==> src/include/eisf_pkg.sv <==
package eisf_pkg;
    // System clock and the deglitch window; a longest time rounds down.
    localparam int unsigned SYS_CLK_KHZ = 40_000;
    localparam int unsigned SPIKE_NS = 50;
    localparam int unsigned FILT_CYCLES_RAW = SPIKE_NS * SYS_CLK_KHZ / 1_000_000;
    localparam int unsigned FILT_CYCLES = (FILT_CYCLES_RAW < 1) ? 1 : FILT_CYCLES_RAW;
    localparam int unsigned PIN_CYCLES = 1;
    localparam int unsigned DATA_BITS = 8;
    localparam int unsigned BUF_DEPTH = 2;
    // Device address byte layout.
    localparam logic [3:0] TYPE_ARRAY = 4'ha;
    localparam logic [3:0] TYPE_SPECIAL = 4'hb;
    localparam int unsigned TYPE_MSB = 7;
    localparam int unsigned TYPE_LSB = 4;
    localparam int unsigned CS_HIGH_POS = 3;
    localparam int unsigned CS_LOW_POS = 2;
    localparam int unsigned TOP_BIT_POS = 1;
    localparam int unsigned RW_POS = 0;
    // Bit counter values: eight data bits, then the ninth clock.
    localparam logic [3:0] CNT_ZERO = 4'h0;
    localparam logic [3:0] CNT_ACK = 4'h8;
    localparam logic [3:0] CNT_DONE = 4'h9;
    // Values after reset.
    localparam logic [7:0] BYTE_RST = 8'h00;
    localparam logic [15:0] WADDR_RST = 16'h0000;
    localparam logic [1:0] BUS_RST = 2'h3;
    localparam logic [3:0] PIN_RST = 4'h0;

    typedef enum logic [2:0] {
        ST_IDLE = 3'b000,
        ST_DEV = 3'b001,
        ST_WA_HI = 3'b010,
        ST_WA_LO = 3'b011,
        ST_DATA = 3'b100,
        ST_IGNORE = 3'b101,
        ST_BUSY = 3'b110
    } eisf_state_type;
endpackage

==> src/include/eisf_byte_if.sv <==
`timescale 1ns/1ps
interface eisf_byte_if #(parameter int unsigned W = 8);
    logic valid;
    logic ready;
    logic [W-1:0] data;
    modport src (output valid, output data, input ready);
    modport snk (input valid, input data, output ready);
endinterface

==> src/logic/eisf_deglitch.sv <==
`timescale 1ns/1ps
module eisf_deglitch #(
    parameter int unsigned N = 2,
    parameter int unsigned CYC = eisf_pkg::FILT_CYCLES,
    parameter logic [N-1:0] RST = '1
) (
    input wire logic i_sys_clk,
    input wire logic i_rst,
    input wire logic [N-1:0] i_line,
    output logic [N-1:0] o_line
);
    import eisf_pkg::*;

    typedef struct packed {
        logic s1;
        logic s2;
        logic [3:0] cnt;
        logic q;
    } eisf_dg_type;

    // Two flops first; only the second feeds the stability counter.
    for (genvar g = 0; g < N; g++) begin : g_line
        eisf_dg_type r_reg;
        eisf_dg_type r_next;
        always_comb begin
            r_next = r_reg;
            r_next.s1 = i_line[g];
            r_next.s2 = r_reg.s1;
            if (r_reg.s2 == r_reg.q) begin
                r_next.cnt = 4'h0;
            end else if (r_reg.cnt == 4'(CYC - 1)) begin
                r_next.q = r_reg.s2;
                r_next.cnt = 4'h0;
            end else begin
                r_next.cnt = r_reg.cnt + 4'h1;
            end
        end
        always_ff @(posedge i_sys_clk or posedge i_rst) begin
            if (i_rst) begin
                r_reg <= '{s1: RST[g], s2: RST[g], cnt: 4'h0, q: RST[g]};
            end else begin
                r_reg <= r_next;
            end
        end
        assign o_line[g] = r_reg.q;
    end
endmodule

==> src/logic/eisf_buffer.sv <==
`timescale 1ns/1ps
module eisf_buffer #(
    parameter int unsigned W = eisf_pkg::DATA_BITS,
    parameter int unsigned DEPTH = eisf_pkg::BUF_DEPTH
) (
    input wire logic i_sys_clk,
    input wire logic i_rst,
    eisf_byte_if.snk in_if,
    output logic o_valid,
    output logic [W-1:0] o_data,
    input wire logic i_ready
);
    import eisf_pkg::*;
    localparam int unsigned AW = (DEPTH > 1) ? $clog2(DEPTH) : 1;

    typedef struct packed {
        logic [DEPTH-1:0][W-1:0] mem;
        logic [AW-1:0] wp;
        logic [AW-1:0] rp;
        logic [AW:0] cnt;
    } eisf_buf_type;

    eisf_buf_type r_reg;
    eisf_buf_type r_next;
    logic push;
    logic pop;

    assign in_if.ready = (r_reg.cnt != (AW+1)'(DEPTH));
    assign o_valid = (r_reg.cnt != '0);
    assign o_data = r_reg.mem[r_reg.rp];
    assign push = in_if.valid && in_if.ready;
    assign pop = o_valid && i_ready;

    always_comb begin
        r_next = r_reg;
        if (push) begin
            r_next.mem[r_next.wp] = in_if.data;
            r_next.wp = (r_reg.wp == AW'(DEPTH - 1)) ? '0 : r_reg.wp + AW'(1);
        end
        if (pop) begin
            r_next.rp = (r_reg.rp == AW'(DEPTH - 1)) ? '0 : r_reg.rp + AW'(1);
        end
        if (push && !pop) begin
            r_next.cnt = r_reg.cnt + (AW+1)'(1);
        end else if (pop && !push) begin
            r_next.cnt = r_reg.cnt - (AW+1)'(1);
        end
    end

    always_ff @(posedge i_sys_clk or posedge i_rst) begin
        if (i_rst) begin
            r_reg <= '0;
        end else begin
            r_reg <= r_next;
        end
    end
endmodule

==> src/logic/eisf_front_end.sv <==
`timescale 1ns/1ps
// Operation
// - Sample on rising clock, drive after falling.
// - Bytes shift most significant bit first.
// - Each byte is eight bits plus acknowledge.
// - Data changes only while clock low.
// - Falling data with clock high is Start.
// - Ignore everything until a Start.
// - Rising data with clock high is Stop.
// - Stop after write starts write cycle.
// - Hold data low through the ninth clock.
// - Standby at power-up, after reads, after operations.
// - Standby after power-on reset; master waits.
// - Brown-out resets interface and silences it.
// - Write-protect pin blocks all writes.
// - Address byte: type, chip selects, bit one, direction.
// - Type 1010 selects array; bit one is top.
// - Type 1011 selects special page space.
// - Chip-select bits must equal the pins.
// - Lowest address bit one means read.
// - Acknowledge match; mismatch nacks, back to standby.
// - Two acknowledged word-address bytes, high first.
// - No byte-count limit between Start and Stop.
// - Under protection nack data, ack addresses.
// - Only Stop right after data acknowledge writes.
// - During write cycle ignore bus entirely.
module eisf_front_end #(
    parameter int unsigned FILT = eisf_pkg::FILT_CYCLES
) (
    input wire logic i_sys_clk,
    input wire logic i_rst,
    input wire logic i_scl,
    input wire logic i_sda,
    output logic o_sda_out,
    output logic o_sda_oe,
    input wire logic i_chip_select_low_pin,
    input wire logic i_chip_select_high_pin,
    input wire logic i_write_protect,
    input wire logic i_power_good,
    input wire logic i_write_done,
    output logic o_write_start,
    output logic o_busy,
    output logic o_standby,
    output logic o_read,
    output logic o_special_space,
    output logic o_array_address_top_bit,
    output logic [15:0] o_word_addr,
    output logic o_data_valid,
    output logic [eisf_pkg::DATA_BITS-1:0] o_data,
    input wire logic i_data_ready
);
    import eisf_pkg::*;

    typedef struct packed {
        eisf_state_type st;
        logic [3:0] cnt;
        logic [7:0] sh;
        logic oe;
        logic rd;
        logic special;
        logic top;
        logic [15:0] waddr;
        logic armed;
        logic push;
        logic wstart;
        logic scl_q;
        logic sda_q;
    } eisf_fe_type;

    eisf_fe_type r_reg;
    eisf_fe_type r_next;

    ////////////////////////////////////////////////////////////////////////////////
    // Input conditioning.

    logic [1:0] bus_f;
    logic [3:0] pin_f;
    logic scl;
    logic sda;
    logic cs_low;
    logic cs_high;
    logic wp;
    logic pg;

    // Spikes shorter than the filter window never reach the edge logic.
    eisf_deglitch #(.N(2), .CYC(FILT), .RST(BUS_RST)) u_bus_filt (
        .i_sys_clk(i_sys_clk),
        .i_rst(i_rst),
        .i_line({i_sda, i_scl}),
        .o_line(bus_f)
    );

    // Static straps and the power monitor are also asynchronous to this clock.
    eisf_deglitch #(.N(4), .CYC(PIN_CYCLES), .RST(PIN_RST)) u_pin_sync (
        .i_sys_clk(i_sys_clk),
        .i_rst(i_rst),
        .i_line({i_power_good, i_write_protect, i_chip_select_high_pin,
                 i_chip_select_low_pin}),
        .o_line(pin_f)
    );

    assign scl = bus_f[0];
    assign sda = bus_f[1];
    assign cs_low = pin_f[0];
    assign cs_high = pin_f[1];
    assign wp = pin_f[2];
    assign pg = pin_f[3];

    ////////////////////////////////////////////////////////////////////////////////
    // Bus events.

    logic scl_rise;
    logic scl_fall;
    logic start_det;
    logic stop_det;
    logic addr_match;
    logic ack_ok;
    logic active;

    assign scl_rise = scl && !r_reg.scl_q;
    assign scl_fall = !scl && r_reg.scl_q;
    // Data moving while the clock stays high is a bus condition, not data.
    assign start_det = scl && r_reg.scl_q && r_reg.sda_q && !sda;
    assign stop_det = scl && r_reg.scl_q && !r_reg.sda_q && sda;

    // Both type codes are answered; the chip-select bits must equal the straps.
    assign addr_match = ((r_reg.sh[TYPE_MSB:TYPE_LSB] == TYPE_ARRAY) ||
                         (r_reg.sh[TYPE_MSB:TYPE_LSB] == TYPE_SPECIAL)) &&
                        (r_reg.sh[CS_HIGH_POS] == cs_high) &&
                        (r_reg.sh[CS_LOW_POS] == cs_low);

    // Declared ahead of the acknowledge decision, which reads the buffer's ready.
    eisf_byte_if #(.W(DATA_BITS)) bif ();

    always_comb begin
        case (r_reg.st)
            ST_DEV: ack_ok = addr_match;
            ST_WA_HI: ack_ok = 1'b1;
            ST_WA_LO: ack_ok = 1'b1;
            // A full buffer nacks rather than dropping the byte.
            ST_DATA: ack_ok = !wp && bif.ready;
            default: ack_ok = 1'b0;
        endcase
    end

    assign active = (r_reg.st != ST_IDLE) && (r_reg.st != ST_IGNORE);

    ////////////////////////////////////////////////////////////////////////////////
    // Protocol engine.

    always_comb begin
        r_next = r_reg;
        r_next.push = 1'b0;
        r_next.wstart = 1'b0;
        r_next.scl_q = scl;
        r_next.sda_q = sda;
        if (!pg) begin
            // Power loss drops to standby, clears the count, drive and armed flag, and keeps the device deaf.
            r_next.st = ST_IDLE;
            r_next.cnt = CNT_ZERO;
            r_next.oe = 1'b0;
            r_next.armed = 1'b0;
        end else if (r_reg.st == ST_BUSY) begin
            if (i_write_done) begin
                r_next.st = ST_IDLE;
            end
        end else if (start_det) begin
            // A Start restarts from any point outside the write cycle, which also serves bus recovery.
            r_next.st = ST_DEV;
            r_next.cnt = CNT_ZERO;
            r_next.oe = 1'b0;
            r_next.armed = 1'b0;
        end else if (stop_det) begin
            // Armed outlives only the rise that opens the tenth clock, so a Stop
            // in any later slot, or after a partial byte, starts nothing.
            if (r_reg.armed) begin
                r_next.st = ST_BUSY;
                r_next.wstart = 1'b1;
            end else begin
                r_next.st = ST_IDLE;
            end
            r_next.cnt = CNT_ZERO;
            r_next.oe = 1'b0;
            r_next.armed = 1'b0;
        end else if (active) begin
            if (scl_rise) begin
                if (r_reg.cnt < CNT_ACK) begin
                    r_next.sh = {r_reg.sh[6:0], sda};
                end
                r_next.cnt = r_reg.cnt + 4'h1;
                r_next.armed = r_reg.armed && (r_reg.cnt == CNT_ZERO);
            end else if (scl_fall && r_reg.cnt == CNT_ACK) begin
                // Drive after the eighth falling edge, hold across the ninth clock.
                r_next.oe = ack_ok;
                r_next.push = ack_ok && (r_reg.st == ST_DATA);
                case (r_reg.st)
                    ST_DEV: begin
                        r_next.rd = r_reg.sh[RW_POS];
                        r_next.special = (r_reg.sh[TYPE_MSB:TYPE_LSB] == TYPE_SPECIAL);
                        // Bit one is only an address bit for the main array.
                        r_next.top = r_next.special ? 1'b0 : r_reg.sh[TOP_BIT_POS];
                    end
                    ST_WA_HI: r_next.waddr[15:8] = r_reg.sh;
                    ST_WA_LO: r_next.waddr[7:0] = r_reg.sh;
                    default: r_next.waddr = r_reg.waddr;
                endcase
            end else if (scl_fall && r_reg.cnt == CNT_DONE) begin
                r_next.oe = 1'b0;
                r_next.cnt = CNT_ZERO;
                case (r_reg.st)
                    ST_DEV: begin
                        if (!r_reg.oe) begin
                            r_next.st = ST_IDLE;
                        end else if (r_reg.rd) begin
                            r_next.st = ST_IGNORE;
                        end else begin
                            r_next.st = ST_WA_HI;
                        end
                    end
                    ST_WA_HI: r_next.st = ST_WA_LO;
                    ST_WA_LO: r_next.st = ST_DATA;
                    // Any number of data bytes may follow.
                    ST_DATA: r_next.armed = r_reg.oe;
                    default: r_next.st = ST_IDLE;
                endcase
            end
        end
    end

    always_ff @(posedge i_sys_clk or posedge i_rst) begin
        if (i_rst) begin
            r_reg <= '{st: ST_IDLE, cnt: CNT_ZERO, sh: BYTE_RST, oe: 1'b0, rd: 1'b0,
                       special: 1'b0, top: 1'b0, waddr: WADDR_RST, armed: 1'b0,
                       push: 1'b0, wstart: 1'b0, scl_q: 1'b1, sda_q: 1'b1};
        end else begin
            r_reg <= r_next;
        end
    end

    ////////////////////////////////////////////////////////////////////////////////
    // Received data stream.

    assign bif.valid = r_reg.push;
    assign bif.data = r_reg.sh;

    eisf_buffer #(.W(DATA_BITS), .DEPTH(BUF_DEPTH)) u_buf (
        .i_sys_clk(i_sys_clk),
        .i_rst(i_rst),
        .in_if(bif),
        .o_valid(o_data_valid),
        .o_data(o_data),
        .i_ready(i_data_ready)
    );

    // Open drain: the pin is only ever pulled low.
    assign o_sda_out = 1'b0;
    assign o_sda_oe = r_reg.oe;
    assign o_write_start = r_reg.wstart;
    assign o_busy = (r_reg.st == ST_BUSY);
    assign o_standby = (r_reg.st == ST_IDLE);
    assign o_read = r_reg.rd;
    assign o_special_space = r_reg.special;
    assign o_array_address_top_bit = r_reg.top;
    assign o_word_addr = r_reg.waddr;
endmodule

==> config.mk <==
export PLATFORM = sky130hd
export DESIGN_NAME = eisf_front_end
export DESIGN_NICKNAME = d
export VERILOG_FILES = /design/src/include/eisf_pkg.sv /design/src/include/eisf_byte_if.sv /design/src/logic/eisf_deglitch.sv /design/src/logic/eisf_buffer.sv /design/src/logic/eisf_front_end.sv
export SDC_FILE = /design/constraint.sdc
export NUM_CORES = 1
export LEC_CHECK = 0
export ABC_CLOCK_PERIOD_IN_PS = 2200
export BUFFER_PORTS_ARGS = -buffer_cell sky130_fd_sc_hd__buf_2
export CAP_MARGIN = 10
export CORE_ASPECT_RATIO = 1.5
export CORE_UTILIZATION = 30
export CTS_BUF_LIST = sky130_fd_sc_hd__clkbuf_4 sky130_fd_sc_hd__clkbuf_8
export DETAILED_ROUTE_END_ITERATION = 10
export HOLD_SLACK_MARGIN = 0.12
export SLEW_MARGIN = 40
export SYNTH_ARGS = -nofsm -noshare
export SYNTH_HDL_FRONTEND = slang
export SYNTH_HIERARCHICAL = 1
export SYNTH_SLANG_ARGS = --single-unit
==> constraint.sdc <==
create_clock -name i_sys_clk -period 2.2 [get_ports i_sys_clk]
set_input_delay 0.11 -clock i_sys_clk [delete_from_list [all_inputs] [get_ports i_sys_clk]]
set_output_delay 0.11 -clock i_sys_clk [all_outputs]
set_load 0.05 [all_outputs]
Yosys cells after proc, flatten, opt, wreduce, memory -nomap -nowiden:

Index checks and enable logic that the tools add are counted.

* logic and storage cells: 228
* output and inout bits: 33
* flip-flop bits (word level): 102
* input bits: 10

* order comparisons: 4
* multiplexer cells: 74
* equal/unequal tests: 34
* reductions and logical operators: 52
* $add $sub $neg: 11
* bitwise gates (word level): 10

Operator list (number)
* $mux W7: 11
* $mux W8: 9
* $mux W19: 3
* $mux W4: 13
* $ne A5 B5 Y1 const B: 9
* $mux W37: 1
* $mux W35: 1
* $add A4 B1 Y4 const B: 7
* $reduce_and A8 Y1: 3
* $mux W3: 7
* $logic_and A1 B1 Y1: 20
* $logic_not A4 Y1: 5
* $mux W1: 20
* $mux W20: 1
* $bwmux W16: 1
* $eq A4 B4 Y1 const B: 4
* $pmux W3 S4: 1
* $reduce_and A2 Y1: 6
* $not A1 Y1: 10
* $demux W8 S1: 1
* $eq A1 B1 Y1: 8
* $eq A4 B1 Y1 const B: 2
* $mux W2: 4
* $ne A4 B4 Y1 const B: 2
* 22 further kinds: 36

Longest topological paths before layout:

* word-level depth: 17
* mapped depth: 6
* gate-level depth less buffers: 6

By module:

The synthesis kept the hierarchy.

Modules (own cells, without submodules)
* eisf_front_end: seq. area each 1003.5 um^2, times used 1, area an instance 2218.4 um^2, cells an instance 185
* eisf_deglitch (u_pin_sync): seq. area each 700.7 um^2, times used 1, area an instance 1229.9 um^2, cells an instance 97
* eisf_buffer: seq. area each 500.5 um^2, times used 1, area an instance 934.6 um^2, cells an instance 60
* eisf_deglitch (u_bus_filt): seq. area each 357.8 um^2, times used 1, area an instance 590.6 um^2, cells an instance 47

Worst setup path before layout:

No wires, ideal clock.

* path kind: register to register
* start: register r_reg[38] (netlist bit)
* end: register r_reg, in the netlist bif.data[0]
* setup time: 125 ps
* period minus slack after synthesis: 2005 ps
* cell stages (with the launch flop): 6
* slack: 195 ps
* buffers on the path: 0
* required time: 2075 ps
* arrival: 1880 ps
* path through: dfrtp_1 -> or3_1 -> inv_1 -> or4_4 -> nor2_8 -> mux2_2

* longest elaborated chain between the ends: 3
* elaborated cells on any way between the ends: 6
* those cells by class: 2 x eq/ne; 1 x bitwise; 3 x reduce/logical

Ends and longest elaborated chain
* start, declared: RTL line eisf_front_end.sv:70 `eisf_fe_type r_reg;`
* start signal, assigned: RTL line eisf_front_end.sv:232 `r_reg <= '{st: ST_IDLE, cnt: CNT_ZERO, sh: BYTE_RST, oe: 1'b0, rd: 1'b0,`
* start signal, assigned: RTL line eisf_front_end.sv:236 `r_reg <= r_next;`
* $ne A3 B3 Y1, or another cell as far along: RTL line eisf_front_end.sv:146 `assign active = (r_reg.st != ST_IDLE) && (r_reg.st != ST_IGNORE);`
* $logic_and A1 B1 Y1 / $not A1 Y1 (equally long branches)
* $reduce_and A7 Y1 (no line) *

Mark *: on every way between the ends. The rest lies on a longest branch, timed or not.
A chain may end at the register's enable or synchronous reset.

Final worst setup path:

* start: register r_reg[34] (netlist bit)
* end: register r_reg[39] (netlist bit)

* longest elaborated chain between the ends: 4
* elaborated cells on any way between the ends: 7
* those cells by class: 4 x eq/ne; 3 x reduce/logical

Ends and longest elaborated chain (RTL line)
* $eq A4 B4 Y1 (on tied branches): eisf_front_end.sv:207, eisf_front_end.sv:192
* $logic_and A1 B1 Y1 (on tied branches): eisf_front_end.sv:207, eisf_front_end.sv:192
* $ne A5 B5 Y1 (no line)
* $reduce_and A6 Y1 (no line) *

Marks and branches as above.

==> results.rst <==
.. list-table::
   :header-rows: 1

   * - Metric
     - Value
   * - Post-CTS clock slew at the launch and capture registers of the worst setup and hold paths
     - 0.10 ns
   * - Static Leak
     - 2.70 nW
   * - Maximum number of pins on one net before global-route repair
     - 41
   * - Final Cycle Share
     - 89.0%
   * - Number of synthesized register bits
     - 102
   * - Initial core utilization
     - 30.7%
   * - Number of distinct library cell variants in the gate-level netlist after synthesis
     - 65
   * - Max IR drop VDD
     - 0.345 mV
   * - Synthesized Nets
     - 415
   * - Final GP Congestion
     - 0.782
   * - Comb pwr share
     - 13.3%
   * - Detailed-router iteration count before antenna repair
     - 5
   * - Final global-route overflow total
     - 0
   * - Number of synthesized flops with an enable pin
     - 0
   * - Number of buffers between clock root and the deepest sink
     - 2
   * - Final Power
     - 0.00417 W
   * - RSZ-0062 raised after global routing
     - no
   * - Placed instance area
     - 5290 sq um
   * - Overall via count from detail_route
     - 2967
   * - First-pass GRT wire length
     - 15.5 mm
   * - Number of max-cap violations
     - 0
   * - Core area
     - 16200 sq um
   * - Crit path required time
     - 2.45 ns
   * - Die Ht
     - 160 um
   * - Mean instance size in the synthesized netlist
     - 12.8 sq um
   * - Fin Setup TNS
     - 0 ns
   * - Sw frac
     - 25.8%
   * - Post-synthesis cell count
     - 389
   * - Most common library cell in the layout ignoring fill and taps
     - sky130_fd_sc_hd__dfrtp_1
   * - Setup-violating endpoint count in the final report
     - 0
   * - Total power divided by cell area
     - 741 nW/um^2
   * - Skew-Pair Late Insertion Delay
     - 0.38 ns
   * - Element type at the critical path end
     - register
   * - Proportion of power drawn by the clock network
     - 35.1%
   * - Share of total power in sequential cells
     - 51.6%
   * - Detailed-route wire length
     - 9.04 mm
   * - Critical path startpoint category
     - register
   * - Timing-limited maximum frequency
     - 0.511 GHz
   * - Hold/Removal Path Class
     - in2async
   * - Clk_skew
     - 0.0153 ns
   * - Tot GR Track Use
     - 11.6%
   * - Number of CTS-inserted buffers
     - 9
   * - Post-synth top flop
     - sky130_fd_sc_hd__dfrtp_1
   * - Share of flip-flops with an asynchronous set or reset
     - 100%
   * - Via density per instance
     - 4.64
   * - Rows
     - 57
   * - Clock Sink Count
     - 102
   * - Arrival time at the worst endpoint
     - 2.21 ns
   * - Max_slew headroom
     - 52.1%
   * - Final-stage net count
     - 455
   * - Initial antenna violation count
     - 0
   * - Total I/O pin count
     - 43
   * - Area of all placed cells without fillers
     - 5630 sq um
   * - Post_cts resized
     - 0
   * - Number of port buffers
     - 41
   * - Leading cell types in the layout, fill and taps excluded
     - sky130_fd_sc_hd__dfrtp_1 (94), sky130_fd_sc_hd__mux2_2 (48), sky130_fd_sc_hd__buf_2 (41), sky130_fd_sc_hd__inv_1 (21), sky130_fd_sc_hd__nor2_1 (17)
   * - Detailed placement HPWL
     - 6.64 mm
   * - Transition at the pin with the smallest max-transition slack
     - 0.713 ns
   * - Overall die width
     - 107 um
   * - Antenna diode count
     - 0
   * - Internal power
     - 0.00310 W
   * - Pins Over Slew Limit
     - 0
   * - Max FO, Critical Path
     - 4
   * - Min Tclk post-route
     - 1.96 ns
   * - Vias in the first global route
     - 3073
   * - Average wire per cell in the routed design
     - 14.1 um
   * - CTS tree
     - done
   * - Max H-tree Level
     - 3
   * - Area enclosed by the die boundary
     - 17100 sq um
   * - Synth Warn #
     - 6
   * - Cell Area, Synth
     - 4970 sq um
   * - Fraction of final layout cells with drive strength greater than 1
     - 37.8%
   * - Sequential element share of the synthesized area
     - 51.5%
   * - Count of routing violations after the opening detailed-route iteration
     - 149
   * - # DRC
     - 0
   * - Remaining antenna violation count
     - 0
   * - Crit path kind
     - reg2reg
   * - CTS Root Cell
     - sky130_fd_sc_hd__clkbuf_8
   * - Result of the run
     - complete, no violations
   * - Area growth from synthesis to final layout
     - 13.2%
   * - Switch Pwr
     - 0.00108 W
   * - Final hold violation count
     - 0
==> metrics by stage <==
stage	setup WS (ns)	cells	hold slack (ns)	util, %
after CTS	0.234	640	0.336	34.8
after floorplan	0.195	389	-0.00507	-
after global routing	0.130	640	0.355	34.8
after detailed placement	0.258	616	0.216	32.7
final	0.243	640	0.345	34.8
after global placement	0.304	616	0.219	32.7
==> worst max-delay path, stage by stage, from the launching register on <==
cell and delay (ns):
sky130_fd_sc_hd__dfrtp_1 0.42, sky130_fd_sc_hd__inv_1 0.09, sky130_fd_sc_hd__ha_1 0.25, sky130_fd_sc_hd__nor2b_1 0.11, sky130_fd_sc_hd__and4_2 0.25, sky130_fd_sc_hd__o311ai_2 0.34
sky130_fd_sc_hd__mux2_2 0.39
==> timing repair <==
action | CTS | global route
endpoints found under the hold margin | 101 | 0
setup buffers | 0 | 0
hold buffers | 8 | 0
endpoints found under the setup margin | 0 | 0
==> metal layers <==
layer / share of wire [%] / vias up / track usage (%)
met4: 2.3 / 0 / 5.60
met5: 0 / - / 0
met2: 51 / 53 / 19.6
li1: - / 1402 / -
met3: 3.3 / 14 / 2.49
met1: 43 / 1498 / 13.9
==> Yosys cell counts, drive strengths merged, types with 3 or more instances <==
cell / count / area [sq um]
dfrtp: 94 / 2350
mux2: 62 / 751
buf: 28 / 213
nor2: 24 / 121
inv: 22 / 82.6
ha: 16 / 200
xnor2: 14 / 123
nand2b: 11 / 106
nand3: 11 / 67.6
nor2b: 10 / 62.6
xor2: 9 / 78.8
dfstp: 8 / 210
nand3b: 8 / 63.8
a21oi: 6 / 30.0
nand2: 6 / 22.5
nor3: 4 / 20.0
nor3b: 4 / 30.0
o211ai: 4 / 30.0
o21ai: 4 / 20.0
a21o: 3 / 23.8
a31oi: 3 / 18.8
and2: 3 / 20.0
==> final timing paths <==
path | start | endpoint | slack, ns | depth (start not counted)
worst max-delay path | r_reg[34]$_DFFE_PP0P_ | r_reg[39]$_DFFE_PP0P_ | 0.24 | 6
worst min-delay path | i_rst | u_buf/r_reg[4]$_DFFE_PP0P_ | 0.34 | 3
worst max register to register | r_reg[34]$_DFFE_PP0P_ | r_reg[39]$_DFFE_PP0P_ | 0.24 | 6
worst min register to register | u_pin_sync/g_line[3].r_next[5]$_DFF_PP0_ | u_pin_sync/g_line[3].r_reg[5]$_DFF_PP0_ | 0.36 | 0
max in group asynchronous | i_rst | r_reg[0]$_DFF_PP1_ | 1.36 | 4
min in group i_sys_clk | u_pin_sync/g_line[3].r_next[5]$_DFF_PP0_ | u_pin_sync/g_line[3].r_reg[5]$_DFF_PP0_ | 0.36 | 0
==> power groups by stage <==
stage	sequential (W)	combinational [W]	clock [W]
after floorplan	0.00212	0.000490	0
after global placement	0.00217	0.000532	0
after detailed placement	0.00219	0.000548	0
after CTS	0.00215	0.000561	0.00154
after global routing	0.00218	0.000620	0.00160
final	0.00215	0.000553	0.00147
==> cells by family after synthesis <==
group           count (synthesis)  share of synthesized area [%]
flops                         102                           51.5
simple gates                  100                           14.1
mux                            63                           15.3
buf+inv                        51                           6.01
compound gates                 33                           4.93
xor+xnor                       23                           4.05
fa+ha+maj                      16                           4.03
other cells                     1                         0.0754
==> area by class of cell <==
cell class,count,area [sq um]
well taps,206,258
clock inverters,4,101
clock buffers,12,159
flip-flops and latches,102,2560
inverters,22,82.6
fillers,1592,10600
repair buffers,58,353
multi-input cells,236,2110
Power figures use the tool's default switching activity.
